File: src/iip_pkg.sv
`default_nettype none
package iip_pkg;
	localparam int unsigned PORT_WIDTH = 8;
	localparam int unsigned ADDR_WIDTH = 3;
	// byte offsets from the card's assigned I/O base
	localparam logic [2:0] OFS_BANK_A = 3'h0;
	localparam logic [2:0] OFS_BANK_B = 3'h1;
	localparam logic [2:0] OFS_IRQ_CTRL = 3'h5;
	// control byte field positions
	localparam int unsigned POS_TRIG_LO = 0;
	localparam int unsigned POS_PENDING = 6;
	localparam int unsigned POS_ALLOW = 7;
	// values after reset
	localparam logic [1:0] RST_TRIG_SEL = 2'h0;
	localparam logic RST_ALLOW = 1'h0;
	localparam logic RST_FLAG = 1'h0;
	localparam logic RST_SYNC = 1'h1;
	localparam logic [7:0] RST_RDATA = 8'h00;

	typedef enum logic [1:0] {
		IIP_TRIG_LOW_LEVEL,
		IIP_TRIG_HIGH_LEVEL,
		IIP_TRIG_FALL_EDGE,
		IIP_TRIG_RISE_EDGE
	} iip_trig_t;

	typedef struct packed {
		logic                  rd;
		logic                  wr;
		logic [ADDR_WIDTH-1:0] addr;
		logic [7:0]            wdata;
	} iip_io_req_t;
endpackage
`default_nettype wire

File: src/iip_pin_sync.sv
`default_nettype none
// three-stage sampler: a change is accepted once stages two and three agree
module iip_pin_sync
	import iip_pkg::*;
#(
	parameter int unsigned WIDTH = 8
) (
	input  wire logic             sys_clk_i,
	input  wire logic             rst_i,
	input  wire logic [WIDTH-1:0] pin_i,
	output logic      [WIDTH-1:0] level_o
);
	logic [WIDTH-1:0] stage1;
	logic [WIDTH-1:0] stage2;
	logic [WIDTH-1:0] stage3;
	wire  [WIDTH-1:0] agree = ~(stage2 ^ stage3);
	wire  [WIDTH-1:0] next_level = (agree & stage3) | (~agree & level_o);

	// idle inputs read as 1, so reset to that level to avoid a false edge
	always_ff @(posedge sys_clk_i or posedge rst_i) begin
		if (rst_i) begin
			stage1  <= {WIDTH{RST_SYNC}};
			stage2  <= {WIDTH{RST_SYNC}};
			stage3  <= {WIDTH{RST_SYNC}};
			level_o <= {WIDTH{RST_SYNC}};
		end else begin
			stage1  <= pin_i;
			stage2  <= stage1;
			stage3  <= stage2;
			level_o <= next_level;
		end
	end
endmodule
`default_nettype wire

File: src/iip_port_pair.sv
`default_nettype none
// Overview of operation
// - two independent eight-bit input ports, A and B, one bit per sensor.
// - a read at offset 0 returns the port A bits.
// - a read at offset 1 returns the port B bits.
// - an energised sensor reads as 0.
// - a weak or absent sensor reads as 1.
// - port A bit 0 is the only interrupt source.
// - no output ports; writes to port A or B change nothing.
// - two-bit trigger select at offset 5: low, high, falling, rising.
// - interrupt allow bit at offset 5, cleared by reset.
// - pending flag at offset 5 reads 1, clears on read, ignores writes.
// - level modes do not set pending again until port A bit 0 changes state.
module iip_port_pair
	import iip_pkg::*;
#(
	parameter int unsigned PORT_BITS = PORT_WIDTH
) (
	input  wire logic                 sys_clk_i,
	input  wire logic                 rst_i,
	input  wire logic [PORT_BITS-1:0] bank_a_pin_i,
	input  wire logic [PORT_BITS-1:0] bank_b_pin_i,
	input  wire logic                 io_sel_i,
	input  wire iip_io_req_t          io_req_i,
	output logic      [7:0]           io_rdata_o,
	output logic                      io_rvalid_o,
	output logic                      irq_o
);
	logic [PORT_BITS-1:0] bank_a;
	logic [PORT_BITS-1:0] bank_b;
	logic [1:0]           interrupt_trigger_select;
	logic                 interrupt_allow_bit;
	logic                 interrupt_pending_flag;
	logic                 level_latched;
	logic                 src_prev;
	logic                 cond_hit;
	logic [7:0]           ctrl_byte;
	iip_trig_t            trig;

	// pins carry the isolator output: on drives low, off floats high
	iip_pin_sync #(
		.WIDTH(PORT_BITS)
	) u_sync_a (
		.sys_clk_i(sys_clk_i),
		.rst_i    (rst_i),
		.pin_i    (bank_a_pin_i),
		.level_o  (bank_a)
	);

	iip_pin_sync #(
		.WIDTH(PORT_BITS)
	) u_sync_b (
		.sys_clk_i(sys_clk_i),
		.rst_i    (rst_i),
		.pin_i    (bank_b_pin_i),
		.level_o  (bank_b)
	);

	// offset compare shared by every register decode
	function automatic logic hit(
		input iip_io_req_t r,
		input logic [2:0]  ofs
	);
		hit = (r.addr == ofs);
	endfunction

	// a bank onto the byte lane, cut or zero-padded on purpose
	function automatic logic [7:0] to_byte(
		input logic [PORT_BITS-1:0] bits
	);
		to_byte = 8'(bits);
	endfunction

	// io_sel_i is the host's decode of the assigned base window
	wire acc_rd = io_sel_i & io_req_i.rd;
	wire acc_wr = io_sel_i & io_req_i.wr;

	// read strobes, one per mapped offset
	wire rd_a    = acc_rd & hit(io_req_i, OFS_BANK_A);
	wire rd_b    = acc_rd & hit(io_req_i, OFS_BANK_B);
	wire rd_ctrl = acc_rd & hit(io_req_i, OFS_IRQ_CTRL);

	// writes to the port offsets fall through: nothing is stored there
	wire wr_ctrl = acc_wr & hit(io_req_i, OFS_IRQ_CTRL);

	// the pending bit of the write data is dropped: only hardware sets it
	wire [1:0] wr_trig  = io_req_i.wdata[POS_TRIG_LO +: 2];
	wire       wr_allow = io_req_i.wdata[POS_ALLOW];

	wire [7:0] a_byte = to_byte(bank_a);
	wire [7:0] b_byte = to_byte(bank_b);

	// unused control bits read as zero
	always_comb begin
		ctrl_byte                   = RST_RDATA;
		ctrl_byte[POS_TRIG_LO +: 2] = interrupt_trigger_select;
		ctrl_byte[POS_PENDING]      = interrupt_pending_flag;
		ctrl_byte[POS_ALLOW]        = interrupt_allow_bit;
	end

	// other offsets in the window read as zero
	wire [7:0] next_rdata = rd_a ? a_byte :
		rd_b ? b_byte :
		rd_ctrl ? ctrl_byte :
		RST_RDATA;

	// the source is the filtered pin, so its edges carry no glitches
	wire src      = bank_a[0];
	wire src_rise = src & ~src_prev;
	wire src_fall = ~src & src_prev;
	wire src_chg  = src ^ src_prev;

	// every two-bit code is a legal mode, so no default is needed
	assign trig = iip_trig_t'(interrupt_trigger_select);

	always_comb begin
		unique case (trig)
			IIP_TRIG_LOW_LEVEL: begin
				cond_hit = ~src;
			end
			IIP_TRIG_HIGH_LEVEL: begin
				cond_hit = src;
			end
			IIP_TRIG_FALL_EDGE: begin
				cond_hit = src_fall;
			end
			IIP_TRIG_RISE_EDGE: begin
				cond_hit = src_rise;
			end
		endcase
	end

	// the host should clear allow before changing mode, or a match may fire
	wire level_mode = (trig == IIP_TRIG_LOW_LEVEL) ||
		(trig == IIP_TRIG_HIGH_LEVEL);

	// a level event may not re-arm until the source has toggled, else a
	// read would clear pending only for the still-true level to set it again
	wire cond_new = cond_hit & ~(level_mode & level_latched);
	wire set_pend = interrupt_allow_bit & cond_new;

	// set wins over the clear of a simultaneous read
	wire next_pending = set_pend | (interrupt_pending_flag & ~rd_ctrl);
	wire next_latched = level_mode & ((level_latched & ~src_chg) | set_pend);

	// clearing allow masks the request but keeps pending for a later poll
	wire next_irq = next_pending & interrupt_allow_bit;

	// trigger select changes only on a write of the control byte
	always_ff @(posedge sys_clk_i or posedge rst_i) begin
		if (rst_i) begin
			interrupt_trigger_select <= RST_TRIG_SEL;
		end else if (wr_ctrl) begin
			interrupt_trigger_select <= wr_trig;
		end
	end

	// interrupts stay off after reset until the host allows them
	always_ff @(posedge sys_clk_i or posedge rst_i) begin
		if (rst_i) begin
			interrupt_allow_bit <= RST_ALLOW;
		end else if (wr_ctrl) begin
			interrupt_allow_bit <= wr_allow;
		end
	end

	// set by the selected condition, cleared by a read of the control byte
	always_ff @(posedge sys_clk_i or posedge rst_i) begin
		if (rst_i) begin
			interrupt_pending_flag <= RST_FLAG;
		end else begin
			interrupt_pending_flag <= next_pending;
		end
	end

	// remembers a level event already reported
	always_ff @(posedge sys_clk_i or posedge rst_i) begin
		if (rst_i) begin
			level_latched <= RST_FLAG;
		end else begin
			level_latched <= next_latched;
		end
	end

	// one cycle of history for the edge detector, idle level after reset
	always_ff @(posedge sys_clk_i or posedge rst_i) begin
		if (rst_i) begin
			src_prev <= RST_SYNC;
		end else begin
			src_prev <= src;
		end
	end

	// read data stands for one cycle and is zero otherwise
	always_ff @(posedge sys_clk_i or posedge rst_i) begin
		if (rst_i) begin
			io_rdata_o <= RST_RDATA;
		end else begin
			io_rdata_o <= next_rdata;
		end
	end

	// every selected read is answered, mapped or not
	always_ff @(posedge sys_clk_i or posedge rst_i) begin
		if (rst_i) begin
			io_rvalid_o <= RST_FLAG;
		end else begin
			io_rvalid_o <= acc_rd;
		end
	end

	// level request to the host, registered so the pin carries no glitch
	always_ff @(posedge sys_clk_i or posedge rst_i) begin
		if (rst_i) begin
			irq_o <= RST_FLAG;
		end else begin
			irq_o <= next_irq;
		end
	end
endmodule
`default_nettype wire

File: config.mk
export PLATFORM = sky130hd
export DESIGN_NAME = iip_port_pair
export DESIGN_NICKNAME = d
export VERILOG_FILES = /design/src/iip_pkg.sv /design/src/iip_pin_sync.sv /design/src/iip_port_pair.sv
export SDC_FILE = /design/constraint.sdc
export NUM_CORES = 1
export LEC_CHECK = 0
export BUFFER_PORTS_ARGS = -buffer_cell sky130_fd_sc_hd__buf_2
export CAP_MARGIN = 20
export CORE_MARGIN = 3
export CORE_UTILIZATION = 54
export DETAILED_ROUTE_END_ITERATION = 10
export PLACE_DENSITY_LB_ADDON = 0.25
export REMOVE_ABC_BUFFERS = 1
export SLEW_MARGIN = 20
export SYNTH_ARGS = -nofsm -noshare
export SYNTH_HDL_FRONTEND = slang
export SYNTH_SLANG_ARGS = --single-unit
File: constraint.sdc
create_clock -name sys_clk_i -period 2.9 [get_ports sys_clk_i]
set_input_delay 0.29 -clock sys_clk_i [delete_from_list [all_inputs] [get_ports sys_clk_i]]
set_output_delay 0.29 -clock sys_clk_i [all_outputs]
set_load 0.005 [all_outputs]
### Word-level counts from Yosys, hierarchy flattened

Cells that the tools add are included.

| cells by class | value |
|---|---|
| equal/unequal tests | 5 |
| muxes and demuxes | 4 |
| bitwise gates (word level) | 35 |
| reduce and logical (&&, ||, !) cells | 3 |

Operators with widths:

| cell | number |
|---|---|
| 8-bit AND | 4 |
| 8-bit inverter | 4 |
| 8-bit 2-to-1 mux | 3 |
| 8-bit OR | 2 |
| 8-bit XOR | 2 |
| 1-bit AND | 15 |
| 1-bit inverter | 5 |
| 2-bit equality test, second input constant | 2 |
| 1-bit one-hot mux with 4 select lines | 1 |
| 3-bit by 1-bit equality test with 1-bit output, second input constant | 1 |
| 3-bit equality test, second input constant | 1 |
| 3-bit logical NOT | 1 |
| 2-bit by 1-bit equality test with 1-bit output, second input constant | 1 |
| 2-bit logical NOT | 1 |
| 1-bit OR | 2 |
| 1-bit logical OR | 1 |
| 1-bit XOR | 1 |

| word-level totals | value |
|---|---|
| bits in registers | 80 |
| input port bits | 32 |
| output and inout bits | 10 |
| word-level logic and storage cells | 63 |

### Logic depth before layout (Yosys ltp)

| depth | value |
|---|---|
| depth in word-level cells | 8 |
| mapped depth | 5 |

### By module

A second synthesis with hierarchy kept.

| second synthesis, totals | value |
|---|---|
| cell total of the unflattened synthesis | 142 |
| area, all modules | 2623.8 um^2 |

Modules (own cells, without submodules):

| module | instances | cells an instance | area each (um^2) |
|---|---|---|---|
| iip_pin_sync | 2 | 41 | 934.6 |
| iip_port_pair | 1 | 60 | 754.5 |

### Worst setup path after synthesis

Ideal clock, no wire load.

| path | value |
|---|---|
| path type | reg-to-reg |
| start | reg (tool-made name) |
| end | reg interrupt_pending_flag |
| library setup time | 0.134 ns |
| arrival time | 1.244 ns |
| required time | 2.766 ns |
| setup slack | 1.522 ns |
| cell stages (with the launch flop) | 6 |
| cell sequence | dfstp_2 > inv_1 > ha_1 > mux2_2 > a22oi_1 > o21ai_0 |

RTL lines:

| element | line | RTL |
|---|---|---|
| to (signal assigned) | iip_port_pair.sv:172 | `interrupt_pending_flag <= next_pending;` |
| to (decl) | iip_port_pair.sv:33 | `logic interrupt_pending_flag;` |

==> out/metrics.yaml <==
route:
  routed_wl_mm: 3.73
  ant_nets: 0
  vias: 1224
  drt_iter0_markers: 35
  drc_errors: 0
  drt_first_pass_iters: 4
  wire_per_inst_um: 15.5
  vias_per_cell: 5.08
sta:
  period_minus_slack_ps: 1510
  fin_crit_sh_pct: 52.2
  tightestPinTransition_ps: 701
  rsz0062_at_grt: "no"
  timing.final.hold_violations: 0
  drv_slew: 0
  setup-tns-final_ps: 0
  relSlewSlack_pct: 53.2
  max_freq_ghz: 0.661
  skew_ps: 4.55
  setup_violations: 0
clock_tree:
  cts-root-buf: "clkbuf_8"
  cts_buffers: 9
  clk_pin_slew_ps: 80
  clock-sinks: 80
  cts_hold_buf: 0
  clk_latency_ps: 340
  cts_buffer_depth: 2
  cts_tree: "done"
  ctsHtreeMaxLevel: 3
  cts_post_setup_buffers_inserted: 0
  cts_resized: 0
floorplan:
  coreArea_um2: 4500
  start_util_pct: 57.6
  die_area_um2: 5670
  rows: 24
  fp.dieW_um: 75.3
  ioPinCount: 42
  die_height_um: 75.3
layout:
  stdcell_count: 241
  drive_above_1_share_pct: 66.7
  diodes: 0
  area_delta_synth_final_pct: 18.0
  finalNetCount: 218
synthesis:
  async_flop_share_pct: 100
  syn-cell-area_um2: 2590
  synth_warnings: 0
  yosys-top-cells-count: "dfstp_2, maj3_1, dfrtp_1"
  synth-seq-cells: 80
  synth.largest_area_cell: "dfstp_2"
  postSynthCellCount: 136
  synth.most_common_cell: "dfstp_2"
  synth.distinct_cells: 24
  avgSynthCellArea_um2: 19.1
  synthTopCellsByArea: "dfstp_2, dfrtp_1, maj3_1"
  synth_top_area_share_pct: 65.8
  yosysSeqAreaShare_pct: 80.3
  ys.flop_type: "dfstp_2"
  synth_edf_count: 0
setup_path:
  cp_top_family: "flip-flops"
  crit_buf_inv: 1
  worstPathArrival_ps: 1730
  critical-path-max-stage-delay_ps: 590
  crit_fanout: 6
  r2r_slack_ps: 1390
  crit_chain: "inv_1 -> ha_1 -> mux2_2 -> a22oi_1 -> o21ai_0"
  crit_slowest_cell: "dfstp_2"
  worst_setup_path_start_kind: "flop"
  required_ps: 3110
  crit_type: "reg2reg"
  endpoint_kind: "flop"
placed_design:
  buffer_ports.inserted: 36
  hpwl_mm: 2.54
  dp_cells: 225
  gp_congestion: 0.732
global_route:
  grt_overflow: 0
  grt_start_max_net_pins: 38
  grt_pass1_wl_mm: 6.07
  grt_pass1_vias: 1337
  track_usage_pct: 15.4
  antenna_found_initial: 0
power_and_ir_drop:
  power.total_uw: 2300
  peakVddDrop_uv: 477
  power.static_leakage_uw: 0.00134
  powerDensity_nw_per_um2: 753
run:
  maxCapViolCount: 0
outcome:
  status: "complete, no violations"
hold_path:
  hold_path.class: "in2reg"
[where the power goes]
part,switching [µW],total [µW],internal [µW]
Sequential,52.7,1300,1250
Clock,370,856,487
Combinational,73.2,149,75.6
Total,496,2300,1810
[per-layer routing]
metal  vias up  share of wire (%)  GRT usage, %  routed length [µm]
li1        561                  -             -                   -
met1       621                 43          18.2                1590
met2        34                 50          23.0                1850
met3         8                6.0          8.58                 223
met4         0                1.9          7.38                  71
met5         -                  0             0                   0
[path summary, 6_finish.rpt]
check,endpoint,depth (start not counted),from
setup / recovery,interrupt_pending_flag,5,flop
hold / removal,u_sync_b.stage1[5],1,bank_b_pin_i[5]
setup reg to reg,interrupt_pending_flag,5,flop
hold reg to reg,u_sync_b.stage2[0],0,u_sync_b.stage1[0]
max in group asynchronous,u_sync_b.stage1[0],3,rst_i
min in group asynchronous,io_rvalid_o,2,rst_i
[cell families (layout without fill, tap and decap cells)]
family / count (synthesis) / after routing / synth area share, %
buf+inv: 7 / 60 / 1.16
xor+xnor: 1 / 1 / 0.338
fa+ha+maj: 18 / 18 / 7.14
compound gates: 13 / 13 / 3.76
flops: 80 / 80 / 80.3
simple gates: 9 / 9 / 3.57
mux: 8 / 8 / 3.71
[worst register-to-register path: stages, from the launching register on]
cell	delay, ps
dfstp_2	590
inv_1	60
ha_1	170
mux2_2	260
a22oi_1	200
o21ai_0	110
[cell type report]
| cell class | count | area, µm² |
|---|---|---|
| sequential | 80 | 2080 |
| fill | 297 | 1440 |
| multi-input combinational | 49 | 480 |
| timing repair buffer | 38 | 195 |
| clock buffer | 11 | 131 |
| clock inverter | 5 | 82.6 |
| tap | 52 | 65.1 |
| inverter | 6 | 22.5 |
[cells in the final DEF (no fill, tap or decap)]
cell	n
inv_1	5
clkinv_4	2
nand2_2	1
clkbuf_1	2
ha_1	2
nor2_1	1
inv_2	1
nand3b_1	1
o2bb2ai_1	4
maj3_1	16
mux2_2	1
nor4_4	1
a21oi_1	2
dfrtp_1	15
nand2_1	1
bufinv_16	2
o21ai_0	2
nand4_4	1
xnor2_1	1
nor3b_2	1
clkinv_2	1
mux2i_1	4
mux2_4	3
buf_4	2
a22o_1	4
buf_2	36
nand4b_1	1
and2b_1	1
dfstp_2	65
clkbuf_8	9
a22oi_1	1
[stage by stage]
step,cell area (µm²),worst slack [ps],hold WS [ps],util [%]
after detailed placement,2850,1380,347,63.2
after global placement,2850,1440,345,63.2
after CTS,3060,1370,22.5,67.9
final,3060,1390,41.7,67.9
after global routing,3060,1280,5.09,67.9
after floorplan,2590,666,294,-
Power figures use the tool's default switching activity.
